===== config.mk =====
export PLATFORM = sky130hd
export DESIGN_NAME = tppio_top
export DESIGN_NICKNAME = d
export VERILOG_FILES = /design/src/hw/tppio_pkg.sv /design/src/hw/tppio_hs_if.sv /design/src/hw/tppio_sync.sv /design/src/hw/tppio_hs.sv /design/src/hw/tppio_top.sv
export SDC_FILE = /design/constraint.sdc
export NUM_CORES = 1
export LEC_CHECK = 0
export ABC_CLOCK_PERIOD_IN_PS = 2610
export BUFFER_PORTS_ARGS = -buffer_cell sky130_fd_sc_hd__clkbuf_2
export CORE_UTILIZATION = 25
export CTS_CLUSTER_SIZE = 24
export DETAILED_ROUTE_END_ITERATION = 10
export GPL_TIMING_DRIVEN = 0
export PLACE_DENSITY = 0.53
export SLEW_MARGIN = 20
export SYNTH_ARGS = -nofsm -noshare
export SYNTH_HDL_FRONTEND = slang
export SYNTH_SLANG_ARGS = --single-unit
export TNS_END_PERCENT = 5

===== constraint.sdc =====
create_clock -name core_clk -period 2.61 [get_ports core_clk]
set_input_delay 0.261 -clock core_clk [delete_from_list [all_inputs] [get_ports core_clk]]
set_output_delay 0.261 -clock core_clk [all_outputs]
set_load 0.005 [all_outputs]

===== src/hw/tppio_pkg.sv =====
// constants shared by the three-port parallel interface unit
// assumes a synchronous host bus on core_clk with one-cycle strobes
package tppio_pkg;

	// host addresses of the four registers
	localparam logic [15:0] ADDR_PORT_A = 16'h00c8;
	localparam logic [15:0] ADDR_PORT_B = 16'h00ca;
	localparam logic [15:0] ADDR_PORT_C = 16'h00cc;
	localparam logic [15:0] ADDR_CTRL = 16'h00ce;

	// mode-definition word fields
	localparam int CW_MODE_SET = 7;
	localparam int CW_A_MODE_HI = 6;
	localparam int CW_A_MODE_LO = 5;
	localparam int CW_A_DIR = 4;
	localparam int CW_CU_DIR = 3;
	localparam int CW_B_MODE = 2;
	localparam int CW_B_DIR = 1;
	localparam int CW_CL_DIR = 0;
	localparam logic [1:0] A_MODE_STROBED = 2'h1;

	// single-bit word fields
	localparam int BSR_SEL_HI = 3;
	localparam int BSR_SEL_LO = 1;
	localparam int BSR_VAL = 0;

	// port c lines taken over by handshakes
	localparam int PC_A_INTR = 3;
	localparam int PC_A_STB = 4;
	localparam int PC_A_IBF = 5;
	localparam int PC_A_ACK = 6;
	localparam int PC_A_OBF = 7;
	localparam int PC_B_INTR = 0;
	localparam int PC_B_FLAG = 1;
	localparam int PC_B_STB = 2;

	// values after reset
	localparam logic [7:0] LATCH_RST = 8'h00;
	localparam logic [6:0] CW_RST = 7'h00;
	localparam logic [7:0] RDATA_RST = 8'h00;

endpackage : tppio_pkg


===== src/hw/tppio_hs_if.sv =====
// handshake channel bundle between the port unit and one strobed channel
// assumes both ends run on core_clk; strobe inputs already synchronised
`timescale 1ns/1ps
interface tppio_hs_if;
	logic clr; // mode rewrite, clears flags
	logic rd; // host read of the port, one cycle
	logic wr; // host write of the port, one cycle
	logic m_in; // strobed input role active
	logic m_out; // latched output role active
	logic inte_in; // input interrupt enable
	logic inte_out; // output interrupt enable
	logic stb_n; // peripheral strobe, low active
	logic ack_n; // peripheral acknowledge, low active
	logic [7:0] pins; // synchronised port lines
	logic ibf; // input buffer full
	logic obf_n; // output buffer full, low active
	logic intr; // channel interrupt request
	logic [7:0] in_latch; // strobed-in data

	modport ctl (output clr, rd, wr, m_in, m_out, inte_in, inte_out, stb_n, ack_n, pins,
		input ibf, obf_n, intr, in_latch);
	modport chan (input clr, rd, wr, m_in, m_out, inte_in, inte_out, stb_n, ack_n, pins,
		output ibf, obf_n, intr, in_latch);
endinterface : tppio_hs_if


===== src/hw/tppio_sync.sv =====
// two-flop synchroniser for the port pins
// assumes inputs asynchronous to core_clk
`timescale 1ns/1ps
module tppio_sync #(
	parameter int W = 24
) (
	input wire logic core_clk, // unit clock
	input wire logic rst_n, // async reset, low active
	input wire logic [W-1:0] din, // raw pin levels
	output logic [W-1:0] dout // synchronised levels
);
	typedef struct packed {
		logic [W-1:0] s1;
		logic [W-1:0] s2;
	} tppio_sync_t;

	tppio_sync_t q;
	tppio_sync_t d;

	// first stage feeds only the second
	always_comb begin
		d.s1 = din;
		d.s2 = q.s1;
	end

	always_ff @(posedge core_clk or negedge rst_n) begin
		if (!rst_n) begin
			q <= '0;
		end else begin
			q <= d;
		end
	end

	assign dout = q.s2;
endmodule : tppio_sync


===== src/hw/tppio_hs.sv =====
// one strobed channel: input latch with buffer-full, output buffer-full
// assumes stb_n and ack_n synchronised, rd and wr one-cycle host strobes
`timescale 1ns/1ps
module tppio_hs (
	input wire logic core_clk, // unit clock
	input wire logic rst_n, // async reset, low active
	tppio_hs_if.chan hs // channel bundle
);
	typedef struct packed {
		logic [7:0] latch;
		logic ibf;
		logic obf;
		logic intr_i;
		logic intr_o;
		logic stb_q;
		logic ack_q;
	} tppio_hs_state_t;

	tppio_hs_state_t q;
	tppio_hs_state_t d;
	logic stb_fall;
	logic stb_rise;
	logic ack_fall;
	logic ack_rise;

	// edges of the peripheral handshake lines
	assign stb_fall = q.stb_q & ~hs.stb_n;
	assign stb_rise = ~q.stb_q & hs.stb_n;
	assign ack_fall = q.ack_q & ~hs.ack_n;
	assign ack_rise = ~q.ack_q & hs.ack_n;

	// clears first, sets after, so a same-cycle event is kept
	always_comb begin
		d = q;
		d.stb_q = hs.stb_n;
		d.ack_q = hs.ack_n;
		if (hs.clr) begin
			d.latch = tppio_pkg::LATCH_RST;
			d.ibf = 1'b0;
			d.obf = 1'b0;
			d.intr_i = 1'b0;
			d.intr_o = 1'b0;
		end else begin
			if (hs.m_in) begin
				if (hs.rd) begin
					d.ibf = 1'b0;
					d.intr_i = 1'b0;
				end
				if (stb_fall) begin
					d.latch = hs.pins;
					d.ibf = 1'b1;
				end
				if (stb_rise && q.ibf) begin
					d.intr_i = 1'b1;
				end
			end else begin
				d.ibf = 1'b0;
				d.intr_i = 1'b0;
			end
			if (hs.m_out) begin
				if (ack_fall) begin
					d.obf = 1'b0;
				end
				if (hs.wr) begin
					d.obf = 1'b1;
					d.intr_o = 1'b0;
				end
				if (ack_rise && !q.obf) begin
					d.intr_o = 1'b1;
				end
			end else begin
				d.obf = 1'b0;
				d.intr_o = 1'b0;
			end
		end
	end

	// strobe lines idle high
	always_ff @(posedge core_clk or negedge rst_n) begin
		if (!rst_n) begin
			q <= '{latch: 8'h00, ibf: 1'b0, obf: 1'b0, intr_i: 1'b0, intr_o: 1'b0,
				stb_q: 1'b1, ack_q: 1'b1};
		end else begin
			q <= d;
		end
	end

	// enables gate the request, not the sticky flag
	assign hs.intr = (q.intr_i & hs.inte_in) | (q.intr_o & hs.inte_out);
	assign hs.ibf = q.ibf;
	assign hs.obf_n = ~q.obf;
	assign hs.in_latch = q.latch;
endmodule : tppio_hs


===== src/hw/tppio_top.sv =====
// three-port parallel interface unit: ports a, b, c and control word
// assumes a synchronous host bus on core_clk; pins asynchronous to it
`timescale 1ns/1ps

module tppio_top (
	input wire logic core_clk, // unit clock, 250 MHz
	input wire logic rst_n, // async reset, low active
	input wire logic [15:0] host_addr, // host i/o address
	input wire logic host_rd, // one-cycle read strobe
	input wire logic host_wr, // one-cycle write strobe
	input wire logic [7:0] host_wdata, // host write data
	output logic [7:0] host_rdata, // read data, held until next read
	input wire logic [7:0] pa_in, // port a line levels
	output logic [7:0] pa_out, // port a drive values
	output logic [7:0] pa_oe_n, // port a enables, low drives
	input wire logic [7:0] pb_in, // port b line levels
	output logic [7:0] pb_out, // port b drive values
	output logic [7:0] pb_oe_n, // port b enables, low drives
	input wire logic [7:0] pc_in, // port c line levels
	output logic [7:0] pc_out, // port c drive values
	output logic [7:0] pc_oe_n // port c enables, low drives
);
	typedef struct packed {
		logic configured;
		logic [6:0] cw;
		logic [7:0] pa_lat;
		logic [7:0] pb_lat;
		logic [7:0] pc_lat;
		logic inte_ai;
		logic inte_ao;
		logic inte_b;
		logic [7:0] rdata;
	} tppio_state_t;

	tppio_state_t q;
	tppio_state_t d;
	logic [23:0] pins_s;
	logic [7:0] pa_s;
	logic [7:0] pb_s;
	logic [7:0] pc_s;
	logic sel_a;
	logic sel_b;
	logic sel_c;
	logic sel_ctrl;
	logic mode_wr;
	logic a_m1;
	logic a_m2;
	logic a_in;
	logic b_m1;
	logic b_in;
	logic [7:0] c_own;
	logic [7:0] c_hs_drv;
	logic [7:0] c_hs_val;
	logic [7:0] c_drv;
	logic [7:0] c_view;
	logic [7:0] pa_view;
	logic [7:0] pb_view;

	tppio_hs_if hs_a ();
	tppio_hs_if hs_b ();

	// every pin passes two flops before any logic reads it
	tppio_sync #(.W(24)) u_sync (
		.core_clk(core_clk),
		.rst_n(rst_n),
		.din({pc_in, pb_in, pa_in}),
		.dout(pins_s)
	);
	assign pa_s = pins_s[7:0];
	assign pb_s = pins_s[15:8];
	assign pc_s = pins_s[23:16];

	// full 16-bit address decode
	always_comb begin
		sel_a = 1'b0;
		sel_b = 1'b0;
		sel_c = 1'b0;
		sel_ctrl = 1'b0;
		if (host_addr == tppio_pkg::ADDR_PORT_A) begin
			sel_a = 1'b1;
		end else if (host_addr == tppio_pkg::ADDR_PORT_B) begin
			sel_b = 1'b1;
		end else if (host_addr == tppio_pkg::ADDR_PORT_C) begin
			sel_c = 1'b1;
		end else if (host_addr == tppio_pkg::ADDR_CTRL) begin
			sel_ctrl = 1'b1;
		end
	end

	// a mode word is a control-address write with bit 7 high
	assign mode_wr = host_wr & sel_ctrl & host_wdata[tppio_pkg::CW_MODE_SET];

	// group a: bits 6..3, group b: bits 2..0
	assign a_m2 = q.configured & q.cw[tppio_pkg::CW_A_MODE_HI];
	assign a_m1 = q.configured & (q.cw[tppio_pkg::CW_A_MODE_HI:tppio_pkg::CW_A_MODE_LO]
		== tppio_pkg::A_MODE_STROBED);
	assign a_in = q.cw[tppio_pkg::CW_A_DIR];
	assign b_m1 = q.configured & q.cw[tppio_pkg::CW_B_MODE];
	assign b_in = q.cw[tppio_pkg::CW_B_DIR];

	// channel a serves strobed in, latched out, or both in mode 2
	assign hs_a.clr = mode_wr;
	assign hs_a.rd = host_rd & sel_a;
	assign hs_a.wr = host_wr & sel_a;
	assign hs_a.m_in = a_m2 | (a_m1 & a_in);
	assign hs_a.m_out = a_m2 | (a_m1 & ~a_in);
	assign hs_a.inte_in = q.inte_ai;
	assign hs_a.inte_out = q.inte_ao;
	assign hs_a.stb_n = pc_s[tppio_pkg::PC_A_STB];
	assign hs_a.ack_n = pc_s[tppio_pkg::PC_A_ACK];
	assign hs_a.pins = pa_s;

	// channel b has no bidirectional role
	assign hs_b.clr = mode_wr;
	assign hs_b.rd = host_rd & sel_b;
	assign hs_b.wr = host_wr & sel_b;
	assign hs_b.m_in = b_m1 & b_in;
	assign hs_b.m_out = b_m1 & ~b_in;
	assign hs_b.inte_in = q.inte_b;
	assign hs_b.inte_out = q.inte_b;
	assign hs_b.stb_n = pc_s[tppio_pkg::PC_B_STB];
	assign hs_b.ack_n = pc_s[tppio_pkg::PC_B_STB];
	assign hs_b.pins = pb_s;

	tppio_hs u_hs_a (
		.core_clk(core_clk),
		.rst_n(rst_n),
		.hs(hs_a)
	);

	tppio_hs u_hs_b (
		.core_clk(core_clk),
		.rst_n(rst_n),
		.hs(hs_b)
	);

	// port c lines claimed by handshakes, and what they drive
	always_comb begin
		c_own = 8'h00;
		c_hs_drv = 8'h00;
		c_hs_val = 8'h00;
		if (a_m2) begin
			c_own[7:3] = 5'h1f;
			c_hs_drv[tppio_pkg::PC_A_INTR] = 1'b1;
			c_hs_drv[tppio_pkg::PC_A_IBF] = 1'b1;
			c_hs_drv[tppio_pkg::PC_A_OBF] = 1'b1;
		end else if (a_m1 && a_in) begin
			c_own[5:3] = 3'h7;
			c_hs_drv[tppio_pkg::PC_A_INTR] = 1'b1;
			c_hs_drv[tppio_pkg::PC_A_IBF] = 1'b1;
		end else if (a_m1) begin
			c_own[tppio_pkg::PC_A_INTR] = 1'b1;
			c_own[7:6] = 2'h3;
			c_hs_drv[tppio_pkg::PC_A_INTR] = 1'b1;
			c_hs_drv[tppio_pkg::PC_A_OBF] = 1'b1;
		end
		if (b_m1) begin
			c_own[2:0] = 3'h7;
			c_hs_drv[tppio_pkg::PC_B_INTR] = 1'b1;
			c_hs_drv[tppio_pkg::PC_B_FLAG] = 1'b1;
		end
		c_hs_val[tppio_pkg::PC_A_INTR] = hs_a.intr;
		c_hs_val[tppio_pkg::PC_A_IBF] = hs_a.ibf;
		c_hs_val[tppio_pkg::PC_A_OBF] = hs_a.obf_n;
		c_hs_val[tppio_pkg::PC_B_INTR] = hs_b.intr;
		c_hs_val[tppio_pkg::PC_B_FLAG] = b_in ? hs_b.ibf : hs_b.obf_n;
	end

	// free c lines follow their half's direction, independently
	genvar gi;
	generate
		for (gi = 0; gi < 8; gi++) begin : g_pc
			logic half_in;
			assign half_in = (gi >= 4) ? q.cw[tppio_pkg::CW_CU_DIR]
				: q.cw[tppio_pkg::CW_CL_DIR];
			assign c_drv[gi] = c_own[gi] ? c_hs_drv[gi] : (q.configured & ~half_in);
			assign pc_out[gi] = c_hs_drv[gi] ? c_hs_val[gi] : q.pc_lat[gi];
			assign c_view[gi] = c_drv[gi] ? pc_out[gi] : pc_s[gi];
		end
	endgenerate
	assign pc_oe_n = ~c_drv;

	// nothing drives until a mode word arrives; mode 2 drives a on ack only
	assign pa_out = q.pa_lat;
	assign pa_oe_n = {8{~(q.configured & (a_m2 ? ~pc_s[tppio_pkg::PC_A_ACK] : ~a_in))}};
	assign pb_out = q.pb_lat;
	assign pb_oe_n = {8{~(q.configured & ~b_in)}};

	// read view: strobed latch, live inputs, or own latch for outputs
	assign pa_view = hs_a.m_in ? hs_a.in_latch : ((a_in || !q.configured) ? pa_s : q.pa_lat);
	assign pb_view = hs_b.m_in ? hs_b.in_latch : ((b_in || !q.configured) ? pb_s : q.pb_lat);

	// host writes and reads; control port is write-only and reads zero
	always_comb begin
		d = q;
		if (host_rd) begin
			if (sel_a) begin
				d.rdata = pa_view;
			end else if (sel_b) begin
				d.rdata = pb_view;
			end else if (sel_c) begin
				d.rdata = c_view;
			end else begin
				d.rdata = tppio_pkg::RDATA_RST;
			end
		end
		if (host_wr) begin
			if (sel_a) begin
				d.pa_lat = host_wdata;
			end else if (sel_b) begin
				d.pb_lat = host_wdata;
			end else if (sel_c) begin
				d.pc_lat = host_wdata;
			end else if (sel_ctrl && host_wdata[tppio_pkg::CW_MODE_SET]) begin
				d.configured = 1'b1;
				d.cw = host_wdata[6:0];
				d.pa_lat = tppio_pkg::LATCH_RST;
				d.pb_lat = tppio_pkg::LATCH_RST;
				d.pc_lat = tppio_pkg::LATCH_RST;
				d.inte_ai = 1'b0;
				d.inte_ao = 1'b0;
				d.inte_b = 1'b0;
			end else if (sel_ctrl) begin
				// latch bit moves even if a handshake owns the pin
				d.pc_lat[host_wdata[tppio_pkg::BSR_SEL_HI:tppio_pkg::BSR_SEL_LO]] =
					host_wdata[tppio_pkg::BSR_VAL];
				case (host_wdata[tppio_pkg::BSR_SEL_HI:tppio_pkg::BSR_SEL_LO])
					3'(tppio_pkg::PC_A_STB): d.inte_ai = host_wdata[tppio_pkg::BSR_VAL];
					3'(tppio_pkg::PC_A_ACK): d.inte_ao = host_wdata[tppio_pkg::BSR_VAL];
					3'(tppio_pkg::PC_B_STB): d.inte_b = host_wdata[tppio_pkg::BSR_VAL];
					default: d.inte_b = q.inte_b;
				endcase
			end
		end
	end

	// reset clears the latches; all lines float until the host programs a mode
	always_ff @(posedge core_clk or negedge rst_n) begin
		if (!rst_n) begin
			q <= '{configured: 1'b0, cw: tppio_pkg::CW_RST, pa_lat: tppio_pkg::LATCH_RST,
				pb_lat: tppio_pkg::LATCH_RST, pc_lat: tppio_pkg::LATCH_RST,
				inte_ai: 1'b0, inte_ao: 1'b0, inte_b: 1'b0, rdata: tppio_pkg::RDATA_RST};
		end else begin
			q <= d;
		end
	end

	assign host_rdata = q.rdata;
endmodule : tppio_top


==> metrics.txt <==
status completed; vias post-DR 4231; final std cells w/o fill 939; flops & latches, synth 118; largest net degree at the start of global routing 61; Finished Core Util 0.340; Cells after Synth 500; Hold Path Class input port to flip-flop; unique cell type count in the Yosys netlist 45; CP endpoint kind output pin; TNS Setup 0 ns; Die Y 149 um; DP Worst Slack -0.0349 ns; Final Skew 0.00884 ns; Final Total Pwr 4.54 mW; # setup viols final 0; worst path required time 2.35 ns; dominant synthesized flop cell dfrtp_1; Post CTS Setup Buffer Count 0; metal3 WL 800 um; initial DRC count 309; Finished Cell Area 0.00718 sq mm; vias in the first global route 4163; Die W 149 um; post-synthesis adder-cell area fraction 0; min Tclk post-route 2.49 ns; relative slew slack 0.397; YS warnings 0; peak supply drop 0.000405 V; DR WL met2 7120 um; DRT met1 WL 7380 um; GRT Total Usage 0.146; max_cap viols 0; Synth Area in XOR/XNOR 0; Initial Util 0.256; initial antenna violation count 0; row count 53; clock slew at reported path FFs 0.06 ns; multiplexer share of the synthesized area 0.0817; GRT overflow 0; HPWL after DPL 11000 um; Post-synth ARST share 1.00; RSZ-0062 raised after global routing no; crit start category flip-flop; nets@finish 703; register area share after synthesis 0.549; dpl cell area 0.00630 sq mm; H-tree depth 4; DIE AREA 0.0221 sq mm; CTS root buf clkbuf_16; I/O Buffers 106; share of cells above drive strength 1 0.328; Lkg Pwr 3.30 nW; worst slew pin tran 0.901 ns; Cell Pwr Density 633 mW/mm^2; Max FO, Critical Path 10; # DRC 0; Multi-input gate area 0.00197 sq mm; Crit Path Class flip-flop to output pin; routed len/inst 16.5 um; Cell Count Post-Placement 882; Seq. cell area 0.00296 sq mm; PnR worst setup slack 0.123 ns; core area 0.0211 sq mm; final WL 15500 um; Compound-Gate Fraction of Synth Area 0.138; Top Ports 108; global-route wire length before repair 23800 um; Mapped Area 0.00539 sq mm; Area growth, synth to finish 33.2%; largest family of logic cells by synthesized area simple AND/OR/NAND/NOR gates; Num CTS Buffers 17; Antenna Cells 0; post-synth net total 552; via/cell ratio 4.51; clk sinks 118; Post-DRT Antenna Nets 0; GPL Wtd Cong 0.777; Avg Cell Area, Syn 10.8 sq um; Clock Latency Late Sink 0.41 ns; crit path DAT 2.23 ns; CTS tree done; Period Utilization, post-route 0.953; final hold violation count 0; Fin Hold WS 0.146 ns; EDFF count, synth 0; Fillers 2204; Longest Clk Path Bufs 2; Max Fclk 402 MHz; DRT Pass-1 Iters 5; DR top layer met4; max-slew violation count 0; Simple-Gate Fraction of Synth Area 0.144
[critical path: stages, from the launching register on]
cell      delay (ns)
dfrtp_1         0.45
and2_1          0.23
o21ai_2         0.17
buf_4           0.21
clkbuf_4        0.24
mux2_2          0.38
clkbuf_2        0.12
[where the power goes]
| group | total (mW) | switching, mW | internal [mW] | leakage, nW |
|---|---|---|---|---|
| combinational | 0.226 | 0.122 | 0.104 | 1.58 |
| sequential | 1.91 | 0.0249 | 1.88 | 1.42 |
| clock | 2.41 | 0.877 | 1.53 | 0.297 |
[sequential cells by signal, indices dropped and copies added (netlist names), 2 cells and up]
register and flops:
u_sync.d 24, u_hs_a.hs.in_latch 8, q 9, pb_out 8, u_sync.dout 24, pc_out 3
host_rdata 8, u_hs_a.q 5, g_pc.half_in 2, u_hs_b.q 4, u_hs_b.hs.in_latch 8, pa_out 8
[layout make-up]
type                       instances  area share
tap                              275      0.0480
sequential                       118       0.412
timing repair buffer             132       0.114
clock inverter                    14      0.0241
clock buffer                      18      0.0612
buffer                            70      0.0628
multi-input combinational        304       0.274
inverter                           8     0.00418
[placed cells by master (no fill, tap or decap), types with 3 or more instances in the layout]
cell type / count
buf_4: 44
a21boi_0: 5
clkbuf_16: 17
nand3b_1: 4
a22oi_1: 4
dfrtp_1: 115
clkinv_2: 3
inv_1: 8
buf_2: 7
inv_6: 4
a21oi_1: 17
o211ai_1: 13
mux2_2: 8
nor3_1: 3
nand2b_1: 7
a41oi_1: 3
nor2b_1: 5
a31oi_1: 4
mux2i_1: 35
nand3_1: 7
a22o_1: 21
nor4_1: 4
and2_1: 3
o21ai_0: 26
clkbuf_2: 107
nor2_1: 40
o21ai_1: 3
clkbuf_1: 15
and3_1: 7
bufinv_16: 3
nand2_1: 59
dlygate4sd3_1: 25
dfstp_2: 3
or4b_2: 3
[metal layers]
| metal | global-route usage | up-vias |
|---|---|---|
| li1 | - | 2012 |
| met1 | 0.201 | 2044 |
| met2 | 0.225 | 158 |
| met3 | 0.0349 | 17 |
| met4 | 0.0454 | 0 |
| met5 | 0 | - |
[final timing paths]
| kind | from | end | slack [ns] | cells past startpoint |
|---|---|---|---|---|
| setup reg to reg | q[42]$_DFFE_PN0P_ | u_hs_b.hs.in_latch[5]$_DFFE_PN0P_ | 0.31 | 6 |
| setup / recovery | a_in$_DFFE_PN0P_ | pc_out[5] | 0.12 | 6 |
| hold / removal | host_wdata[0] | g_pc[0].half_in$_DFFE_PN0P_ | 0.15 | 3 |
| max in group asynchronous | rst_n | u_hs_a.q[0]$_DFF_PN1_ | 1.51 | 3 |
| hold reg to reg | u_sync.d[19]$_DFF_PN0_ | u_sync.dout[19]$_DFF_PN0_ | 0.35 | 0 |
| min in group asynchronous | rst_n | u_sync.d[0]$_DFF_PN0_ | 0.39 | 2 |
[cell usage after synthesis (2+ instances only)]
master / instances / share of area
a211oi_1: 2 / 0.0028
a21bo_2: 2 / 0.0037
a21boi_0: 5 / 0.0070
a21oi_1: 17 / 0.016
a221oi_1: 2 / 0.0033
a22o_1: 21 / 0.034
a22oi_1: 4 / 0.0056
a31oi_1: 4 / 0.0046
a41oi_1: 3 / 0.0049
a41oi_2: 2 / 0.0060
and2_1: 3 / 0.0035
and3_1: 7 / 0.0081
and3b_1: 2 / 0.0033
buf_2: 7 / 0.0065
buf_4: 43 / 0.060
clkbuf_1: 19 / 0.013
dfrtp_1: 115 / 0.53
dfstp_2: 3 / 0.015
inv_1: 8 / 0.0056
mux2_2: 8 / 0.017
mux2i_1: 35 / 0.065
nand2_1: 59 / 0.041
nand2b_1: 7 / 0.0081
nand3_1: 7 / 0.0065
nand3b_1: 4 / 0.0056
nor2_1: 40 / 0.028
nor2b_1: 5 / 0.0058
nor3_1: 3 / 0.0028
nor4_1: 4 / 0.0046
o211ai_1: 13 / 0.018
o21ai_0: 27 / 0.025
o21ai_1: 3 / 0.0028
or4_4: 2 / 0.0042
or4b_2: 3 / 0.0056
[timing repair]
item | 4_1_cts | 5_1_grt
hold buffers | 25 | 0
endpoints found under the setup margin | 8 | 3
pin swaps | 0 | 0
hold endpoints to repair | 82 | 0
gates resized for setup | 6 | 4
[cell families (layout without fill, tap and decap cells)]
logic type	Yosys count	in the layout
compound gates	108	108
buf+inv	78	242
flops	118	118
mux	43	43
simple gates	153	153
Power figures use the tool's default switching activity.
